## src/rtl/asrd_pkg.sv

```systemverilog
// package: constants and carrier types of the sample rate divider
package asrd_pkg;

  localparam int unsigned PRESCALE_W    = 2;
  localparam int unsigned OSR_SEL_W     = 3;
  localparam int unsigned CAL_W         = 24;
  localparam int unsigned CNT_W         = 17;
  localparam int unsigned CHANNELS      = 2;

  localparam logic [1:0]  PRESCALE_RST  = 2'h0;
  localparam logic [2:0]  OSR_SEL_RST   = 3'h3;
  localparam int unsigned OSR_BASE      = 32;
  localparam int unsigned SAMPLE_DIV    = 4;
  localparam int unsigned FASTEST_WORD  = 128;

  typedef struct packed {
    logic [PRESCALE_W-1:0] prescale_sel;
    logic [OSR_SEL_W-1:0]  oversampling_ratio_sel;
  } asrd_cfg_type;

  typedef struct packed {
    logic signed [CAL_W-1:0] offset_correction_word;
    logic signed [CAL_W-1:0] gain_correction_word;
  } asrd_cal_type;

  typedef struct packed {
    logic [2:0]       pre_cnt;
    logic [1:0]       quarter_cnt;
    logic [11:0]      osr_cnt;
    asrd_cfg_type     cfg;
    logic             analog_clock;
    logic             sample_tick;
    logic             output_rate_clock;
    logic [5:0]       low_cnt;
    logic             data_ready_pulse_n;
  } asrd_div_state_type;

endpackage

```

## src/rtl/asrd_corrector.sv

```systemverilog
// module: per-channel offset and gain correction of one conversion result
module asrd_corrector
  import asrd_pkg::*;
(
  input  wire logic                    clk_sys,     // master clock
  input  wire logic                    rst,         // synchronous reset
  input  wire logic                    load,        // take a new raw result
  input  wire logic signed [CAL_W-1:0] raw,         // raw conversion result
  input  wire asrd_pkg::asrd_cal_type  cal,         // this channel's correction words
  output logic signed [CAL_W-1:0]      corrected    // corrected result
);

  // gain word is unity plus a signed fraction in 2^-23 units
  logic signed [CAL_W:0]     sum;
  logic signed [2*CAL_W+1:0] prod;
  logic signed [CAL_W-1:0]   res_r;
  logic signed [CAL_W-1:0]   res_nxt;

  always_comb begin
    sum     = $signed({raw[CAL_W-1], raw}) + $signed({cal.offset_correction_word[CAL_W-1],
              cal.offset_correction_word});
    prod    = sum * $signed({1'b0, {CAL_W{1'b0}}} + (CAL_W+1)'(1 << (CAL_W-1))
              + $signed({cal.gain_correction_word[CAL_W-1], cal.gain_correction_word}));
    res_nxt = prod[2*CAL_W-2:CAL_W-1];
  end

  always_ff @(posedge clk_sys) begin
    if (rst) begin
      res_r <= '0;
    end else if (load) begin
      res_r <= res_nxt;
    end
  end

  assign corrected = res_r;

endmodule

```

## src/rtl/asrd_divider.sv

```systemverilog
// module: clock divider chain and data-ready pulse of a two-channel front end
// ==========================================
module asrd_divider
  import asrd_pkg::*;
(
  input  wire logic                           clk_sys,            // master clock
  input  wire logic                           rst,                // synchronous reset
  input  wire logic [PRESCALE_W-1:0]          prescale_sel,       // analog clock prescale code
  input  wire logic [OSR_SEL_W-1:0]           oversampling_ratio_sel, // ratio code
  input  wire asrd_pkg::asrd_cal_type         cal_ch0,            // channel 0 correction
  input  wire asrd_pkg::asrd_cal_type         cal_ch1,            // channel 1 correction
  input  wire logic signed [CAL_W-1:0]        raw_ch0,            // channel 0 raw result
  input  wire logic signed [CAL_W-1:0]        raw_ch1,            // channel 1 raw result
  output logic                                analog_clock,       // divided analog clock
  output logic                                sample_clock_tick,  // one pulse per sample
  output logic                                output_rate_clock,  // one pulse per output word
  output logic                                data_ready_pulse_n, // active-low data ready
  output logic signed [CAL_W-1:0]             result_ch0,         // corrected channel 0
  output logic signed [CAL_W-1:0]             result_ch1          // corrected channel 1
);

  // ==========================================
  // helpers
  function automatic logic [3:0] prescale_of(input logic [1:0] code);
    prescale_of = 4'(1 << code);
  endfunction

  function automatic logic [12:0] ratio_of(input logic [2:0] code);
    ratio_of = 13'(OSR_BASE << code);
  endfunction

  // ==========================================
  // divider state
  asrd_div_state_type st_r;
  asrd_div_state_type st_nxt;
  logic               pre_wrap;
  logic               adv_sample;
  logic               adv_rate;

  always_comb begin
    st_nxt      = st_r;
    pre_wrap    = (st_r.pre_cnt == 3'(prescale_of(st_r.cfg.prescale_sel) - 4'h1));
    adv_sample  = pre_wrap && (st_r.quarter_cnt == 2'(SAMPLE_DIV - 1));
    adv_rate    = adv_sample &&
                  (st_r.osr_cnt == 12'(ratio_of(st_r.cfg.oversampling_ratio_sel) - 13'h1));
    st_nxt.pre_cnt     = pre_wrap ? 3'h0 : st_r.pre_cnt + 3'h1;
    if (pre_wrap) begin
      st_nxt.quarter_cnt = st_r.quarter_cnt + 2'h1;
    end
    // analog clock high for the first half of its period
    st_nxt.analog_clock = (st_nxt.pre_cnt < 3'(prescale_of(st_r.cfg.prescale_sel) >> 1)) ||
                          (st_r.cfg.prescale_sel == 2'h0 && !st_r.analog_clock);
    if (adv_sample) begin
      st_nxt.osr_cnt = adv_rate ? 12'h000 : st_r.osr_cnt + 12'h001;
    end
    st_nxt.sample_tick       = adv_sample;
    st_nxt.output_rate_clock = adv_rate;
    // data ready low for one sample period, counted in master clocks
    // width follows the prescale that the coming sample period runs at
    if (adv_rate) begin
      st_nxt.data_ready_pulse_n = 1'b0;
      st_nxt.low_cnt = 6'(SAMPLE_DIV * prescale_of(prescale_sel) - 1);
    end else if (st_r.low_cnt != 6'h00) begin
      st_nxt.low_cnt = st_r.low_cnt - 6'h01;
    end else begin
      st_nxt.data_ready_pulse_n = 1'b1;
    end
    // new settings take effect at an output word boundary
    if (adv_rate) begin
      st_nxt.cfg.prescale_sel           = prescale_sel;
      st_nxt.cfg.oversampling_ratio_sel = oversampling_ratio_sel;
      st_nxt.pre_cnt                    = 3'h0;
      st_nxt.quarter_cnt                = 2'h0;
    end
  end

  always_ff @(posedge clk_sys) begin
    if (rst) begin
      st_r                            <= '0;
      st_r.cfg.prescale_sel           <= PRESCALE_RST;
      st_r.cfg.oversampling_ratio_sel <= OSR_SEL_RST;
      st_r.data_ready_pulse_n         <= 1'b1;
    end else begin
      st_r <= st_nxt;
    end
  end

  assign analog_clock       = st_r.analog_clock;
  assign sample_clock_tick  = st_r.sample_tick;
  assign output_rate_clock  = st_r.output_rate_clock;
  assign data_ready_pulse_n = st_r.data_ready_pulse_n;

  // ==========================================
  // per-channel correction, loaded on each output word
  asrd_corrector u_corr0 (
    .clk_sys   (clk_sys),
    .rst       (rst),
    .load      (adv_rate),
    .raw       (raw_ch0),
    .cal       (cal_ch0),
    .corrected (result_ch0)
  );

  asrd_corrector u_corr1 (
    .clk_sys   (clk_sys),
    .rst       (rst),
    .load      (adv_rate),
    .raw       (raw_ch1),
    .cal       (cal_ch1),
    .corrected (result_ch1)
  );

  // ==========================================
  // checks
  logic [12:0] gap_cnt;
  logic        seen_tick;
  always_ff @(posedge clk_sys) begin
    if (rst || output_rate_clock) begin
      gap_cnt   <= 13'h0001;
      seen_tick <= !rst;
    end else if (gap_cnt != 13'h1FFF) begin
      gap_cnt <= gap_cnt + 13'h0001;
    end
  end

  reset_cfg_a: assert property (@(posedge clk_sys) $fell(rst) |->
    st_r.cfg.oversampling_ratio_sel == 3'h3 && st_r.cfg.prescale_sel == 2'h0)
    else $error("reset settings wrong");

  fastest_rate_a: assert property (@(posedge clk_sys) disable iff (rst)
    output_rate_clock && st_r.cfg == '0 && $past(st_r.cfg) == '0 && seen_tick |->
    ##128 output_rate_clock)
    else $error("fastest word spacing not 128");

  no_early_tick_a: assert property (@(posedge clk_sys) disable iff (rst)
    output_rate_clock && seen_tick |-> gap_cnt >= 13'h0080)
    else $error("output ticks too close");

  sample_quarter_a: assert property (@(posedge clk_sys) disable iff (rst)
    sample_clock_tick && st_r.cfg.prescale_sel == 2'h0 |->
    ##1 !sample_clock_tick [*3] ##1 (sample_clock_tick || output_rate_clock ||
    $past(output_rate_clock)))
    else $error("sample tick spacing wrong at unity prescale");

  dr_width_a: assert property (@(posedge clk_sys) disable iff (rst)
    output_rate_clock && st_r.cfg.prescale_sel == 2'h0 |->
    !data_ready_pulse_n [*4] ##1 data_ready_pulse_n)
    else $error("data ready width not one sample period");

  dr_cause_a: assert property (@(posedge clk_sys) disable iff (rst)
    $fell(data_ready_pulse_n) |-> output_rate_clock)
    else $error("data ready fell without a tick");

  analog_div2_a: assert property (@(posedge clk_sys) disable iff (rst)
    st_r.cfg.prescale_sel == 2'h1 && $past(st_r.cfg.prescale_sel) == 2'h1 &&
    !output_rate_clock && !$past(output_rate_clock) |->
    analog_clock != $past(analog_clock))
    else $error("analog clock not master over two");

  corr_load_a: assert property (@(posedge clk_sys) disable iff (rst)
    !$past(adv_rate) && !$past(rst) |-> $stable(result_ch0) && $stable(result_ch1))
    else $error("result changed without output tick");

endmodule

```

## config.mk

```make
export PLATFORM = sky130hd
export DESIGN_NAME = asrd_divider
export DESIGN_NICKNAME = d
export VERILOG_FILES = /design/src/rtl/asrd_pkg.sv /design/src/rtl/asrd_corrector.sv /design/src/rtl/asrd_divider.sv
export SDC_FILE = /design/constraint.sdc
export NUM_CORES = 2
export LEC_CHECK = 0
export BUFFER_PORTS_ARGS = -buffer_cell sky130_fd_sc_hd__buf_2
export CORE_UTILIZATION = 54
export CTS_CLUSTER_DIAMETER = 120
export DETAILED_ROUTE_END_ITERATION = 10
export PLACE_DENSITY = 0.72
export SLEW_MARGIN = 10
export SYNTH_ARGS = -nofsm -noshare
export SYNTH_HDL_FRONTEND = slang
export SYNTH_SLANG_ARGS = --single-unit
export TNS_END_PERCENT = 100
```

## constraint.sdc

```tcl
create_clock -name clk_sys -period 11.96 [get_ports clk_sys]
set_input_delay 2.392 -clock clk_sys [delete_from_list [all_inputs] [get_ports clk_sys]]
set_output_delay 2.392 -clock clk_sys [all_outputs]
set_load 0.03 [all_outputs]
```

=== Word level (Yosys, flattened, before mapping) ===
Cells that the tools add are included.

* Register bits: 80
* Input bits: 151
* Output and inout bits: 52

* Add/subtract/negate cells: 11
* $mul: 2
* Magnitude comparators: 1
* Eq/ne operators: 4
* Shift-type cells: 3
* Multiplexer cells: 5
* Reduce and logical (&&, ||, !) cells: 9

{| class="wikitable"
|+ Operators by type and width
! operator !! count
|-
| $mul A25 B25 Y47 || 2
|-
| $add A24 B24 Y25 || 2
|-
| $add A24 B25 Y25 const A || 2
|-
| $add A12 B1 Y12 const B || 1
|-
| $eq A12 B12 Y1 || 1
|-
| $mux W12 || 1
|-
| $shl A6 B3 Y12 const A || 1
|-
| $sub A12 B1 Y12 const B || 1
|-
| $sub A6 B1 Y6 const B || 2
|-
| $shl A1 B2 Y4 const A || 2
|-
| $mux W7 || 1
|-
| $mux W6 || 1
|-
| $reduce_bool A6 Y1 || 1
|-
| $add A3 B1 Y3 const B || 1
|-
| $eq A3 B3 Y1 || 1
|-
| $logic_and A1 B1 Y1 || 3
|-
| $lt A3 B3 Y1 || 1
|-
| $mux W3 || 1
|-
| $sub A3 B1 Y3 const B || 1
|-
| $add A2 B1 Y2 const B || 1
|-
| $eq A2 B2 Y1 const B || 1
|-
| $logic_not A2 Y1 || 1
|-
| $ne A2 B2 Y1 const B || 1
|-
| $reduce_bool A2 Y1 || 1
|-
| other kinds (4) || 4
|}

=== Longest topological paths before layout ===
* Depth after elaboration: 6
* Mapped depth: 38
* Mapped depth without buffers: 36

=== Hierarchy ===
A second synthesis with hierarchy kept.

* Cell total of the unflattened synthesis: 5389
* Area total of the unflattened synthesis: 48841.8 um^2

{| class="wikitable"
|+ Modules (own cells, without submodules)
! module !! instances !! cells each !! area each (um^2) !! sequential area each (um^2)
|-
| asrd_corrector at u_corr1 || 1 || 2584 || 23621.4 || 480.5
|-
| asrd_corrector at u_corr0 || 1 || 2587 || 23447.5 || 480.5
|-
| asrd_divider || 1 || 218 || 1773.0 || 640.6
|}

=== Least setup slack after synthesis ===
No wires, ideal clock.

* Path kind: input port to flip-flop
* Start: input port cal_ch1[24] (netlist name)
* End: register u_corr1.res_r[23] (netlist: u_corr1.corrected[23])
* Arrival time: 11081 ps
* Data required time: 11843 ps
* Path slack: 761 ps
* Cell stages on the path: 34
* Cell sequence: ha_1 inv_1 fa_1 nor2b_1 o31a_1 o21ai_1 a211oi_2 a41oi_2 o41a_1 clkbuf_1 nand2_1 inv_1 fa_1 inv_1 fa_1 inv_1 fa_1 clkbuf_1 xnor2_1 xnor2_1 fa_1 fa_1 inv_1 fa_1 inv_1 ha_1 a21o_1 a21o_1 a21oi_1 nand2_1 o311a_1 o211ai_1 nand3_1 a32o_1

* Cells in the longest elaborated chain, start to end: 2

{| class="wikitable"
|+ RTL lines
! what !! line !! text
|-
| start, declared || asrd_divider.sv:11 || <nowiki>input wire asrd_pkg::asrd_cal_type cal_ch1,</nowiki>
|-
| $add A24 B24 Y25 || asrd_corrector.sv:20 || <nowiki>sum = $signed({raw[CAL_W-1], raw}) + $signed({cal.offset_correction_word[CAL_W-1],</nowiki>
|-
| $mul A25 B25 Y47 || asrd_corrector.sv:22 || <nowiki>prod = sum * $signed({1'b0, {CAL_W{1'b0}}} + (CAL_W+1)'(1 << (CAL_W-1))</nowiki>
|-
| end signal, assigned || asrd_corrector.sv:31 || <nowiki>res_r <= res_nxt;</nowiki>
|-
| end, declared || asrd_corrector.sv:16 || <nowiki>logic signed [CAL_W-1:0] res_r;</nowiki>
|}

No other way between the ends.
A chain may end at the register's enable or synchronous reset.

=== Final worst setup path ===
Ends and elaborated chain as after synthesis.

==> impl_metrics.csv <==
group,metric,value,unit
run_status,status,"complete, no violations",
routing,first_pass_iters,5,
logic_synthesis,synth_top_family_by_area,"adder cells",
sta,setup_viol,0,
global_route,grt_pass1_wl,205000,um
logic_synthesis,synth-main-ff-cell,"dfxtp_1",
logic_synthesis,synth_compound_area_share,4.81,%
sta,setup_ws,0.467,ns
sta,post-route-period-util,96.1,%
clock_tree,clockBufferDepth,2,
floorplanning,ios,203,
clock_tree,cts_resized,0,
global_route,antenna_found_initial,3,
routing,totalWireLength,123000,um
final_layout,nNetsFinal,7061,
sta,slew_viol_final,0,
sta,slew_headroom,21.2,%
final_layout,fill_cells,7748,
global_route,grt_max_degree,58,
routing,vias,35095,
critical_path,crit_start,"cal_ch1[24]",
final_layout,finalInstanceArea,50900,um^2
place,place_congestion,0.934,
final_layout,finalNonFillerCells,6508,
global_route,busiest_layer,"met2",
place,portBuffers,202,
critical_path,endpoint_kind,"register",
routing,post_drt_via_cell_ratio,5.39,
logic_synthesis,yosysTopAreaCell,"fa_1",
logic_synthesis,yosysTopAreaCellShare,49.8,%
routing,antenna_left,0,
clock_tree,htreeDepth,3,
clock_tree,cts_hold_buffers,0,
logic_synthesis,synth_cell_types,85,
critical_path,crit_fanout,9,
clock_tree,cts_sinks,80,
sta,rsz0062_at_grt,"false",
logic_synthesis,ys_top_cells_by_count,"inv_1 (1341), fa_1 (1199), and2_1 (658)",
logic_synthesis,synth_area_leaders,"fa_1 (50%), inv_1 (10%), ha_1 (9.7%)",
global_route,grt_pass1_vias,38706,
critical_path,crit_end,"u_corr1.corrected[23]",
floorplanning,coreArea,88400,um^2
clock_tree,cts_root_buf,"clkbuf_16",
critical_path,r2r_start,"st_r[12]",
global_route,grt.met2_usage,47.4,%
routing,avgRoutedWirePerCell,18.8,um
global_route,use_met3,3.42,%
clock_tree,postCtsSetupRepairBufs,0,
clock_tree,clock_latency,0.34,ns
place,placedCellCount,6491,
final_layout,layout-drive-gt1-share,6.35,%
logic_synthesis,synth_simple_gate_area_share,16.4,%
global_route,grt.total_usage,28.9,%
min_path,worst_hold_path_type,"reg -> reg",
final_layout,multi_input_area,41000,um^2
critical_path,cpPeakStageDelay,0.73,ns
critical_path,critical_path.slowest_cell,"a2111oi_1",
place,placed_area,50600,um^2
critical_path,worstSetupPathType,"in -> reg",
sta,finalCriticalPeriod,11.49,ns
place,pre_cts_slack,-0.123,ns
floorplanning,start_util,54.5,%
clock_tree,cts_buffers,9,
final_layout,regArea,1600,um^2
sta,worstMarginPinSlew,1.18,ns
clock_tree,clk_pin_slew,0.07,ns
floorplanning,std_cell_rows,109,
logic_synthesis,synthCells,5286,
global_route,use_met1,39.5,%
floorplanning,chipHeight,301,um
global_route,grt_overflow,0,
logic_synthesis,synthArstFlopShare,0,%
logic_synthesis,syn_avg_cell_area,9.12,um^2
logic_synthesis,synth_xor_area_share,2.81,%
logic_synthesis,yosysMostFrequentCell,"inv_1",
min_path,hp-start,"u_corr0.corrected[16]",
floorplanning,dieArea,90500,um^2
logic_synthesis,synth-seq-area-share,3.32,%
logic_synthesis,synth.cell_area,48200,um^2
critical_path,r2r_cells,13,
logic_synthesis,synthAdderAreaFrac,59.7,%
routing,drt_iter0_drc,2043,
floorplanning,die-width,301,um
logic_synthesis,synth_nets,7010,
critical_path,crit_path_start_kind,"input pin",
logic_synthesis,yosys_warnings,0,
logic_synthesis,synth_edf_count,0,
critical_path,reg2reg_slack,7.88,ns
place,dp_hpwl,101000,um
final_layout,areaGrowthSynthToFinish,5.61,%
sta,fmax,87.0,MHz
critical_path,worstPathRequired,12.19,ns
critical_path,r2r_end,"u_corr1.corrected[18]",
logic_synthesis,ys_seq_elements,80,
logic_synthesis,synthMuxAreaShare,0.727,%
clock_tree,cts_tree,"yes",
routing,drcViolationCount,0,
sta,setup_tns,0,ns
critical_path,cp_common_cell,"fa_1",
sta,skew,0.0130,ns
sta,hold_viol_final,0,
job,cap_viol_max_count,0,
critical_path,crit_arrival,11.72,ns
## cell type report
class	instances	share of cell area (%)
antenna	1	0.00492
clock buffer	9	0.442
clock inverter	7	0.165
inverter	1341	9.90
multi-input combinational	3635	80.5
sequential	80	3.15
tap	1165	2.86
timing repair buffer	270	3.01
## worst max-delay path, delay by kind of cell
kind / cells / cell delay, ns
AOI/OAI and AO/OA: 11 / 2.68
buffers and inverters: 9 / 0.84
xor gates and xnor gates: 1 / 0.59
adders and majority gates: 10 / 4.53
and+or+nand+nor: 5 / 0.70
## placed cells by master (no fill, tap or decap), types with 5 or more instances in the layout
cell,instances
inv_1,1340
fa_1,1198
and2_1,658
nand2_1,535
ha_1,374
buf_2,202
nor2_1,116
a21oi_1,97
xnor2_1,81
dfxtp_1,80
nor2b_1,76
buf_4,67
a21o_1,59
xor2_1,41
o21ai_0,38
mux2i_1,35
nor3_1,28
nand2b_1,27
xnor2_2,26
nand3_1,19
nand4_1,16
o21ai_1,15
o211ai_1,15
a211oi_1,14
o21bai_1,14
o21a_1,14
and3_1,14
a31oi_1,13
clkbuf_16,9
maj3_1,8
or2_2,6
or3_1,6
nor3b_1,5
## worst min path at each step
stage	endpoint	slack, ns	depth (start not counted)
6_report	u_corr0.corrected[16]	0.46	2
5_1_grt	u_corr0.corrected[13]	0.51	2
4_1_cts	u_corr0.corrected[16]	0.47	2
3_5_place_dp	u_corr0.corrected[16]	0.45	2
3_3_place_gp	u_corr0.corrected[16]	0.45	2
2_1_floorplan	st_r[28]	0.47	2
## stage by stage
step | hold slack [ns] | utilization, %
after floorplan | 0.468 | -
after global placement | 0.452 | 57.2
after detailed placement | 0.454 | 57.2
after CTS | 0.471 | 57.6
after global routing | 0.515 | 57.6
final | 0.465 | 57.6
## logic make-up (layout without fill, tap and decap cells)
kind of cell / count (synthesis) / count (layout)
other: 0 / 1
and+or+nand+nor: 1524 / 1524
DFF: 80 / 80
muxes: 35 / 35
AOI/OAI and AO/OA: 342 / 342
buffers and inverters: 1571 / 1627
adders and majority gates: 1581 / 1581
xor gates and xnor gates: 153 / 153
## state kept, by name (all words and copies together) (netlist names)
register            count
u_corr0.corrected      24
analog_clock            1
sample_clock_tick       1
data_ready_pulse_n      1
u_corr1.corrected      24
st_r                   28
output_rate_clock       1
## metal layers
layer  share of wire, %  wire [um]
met4                4.2       5150
met3                7.1       8720
met5              0.014         17
met2                 47      57900
met1                 41      50900
Power is left out: the tool's default activity adds up to more than one toggle a clock period on the data nets, which glitch-free logic cannot reach.
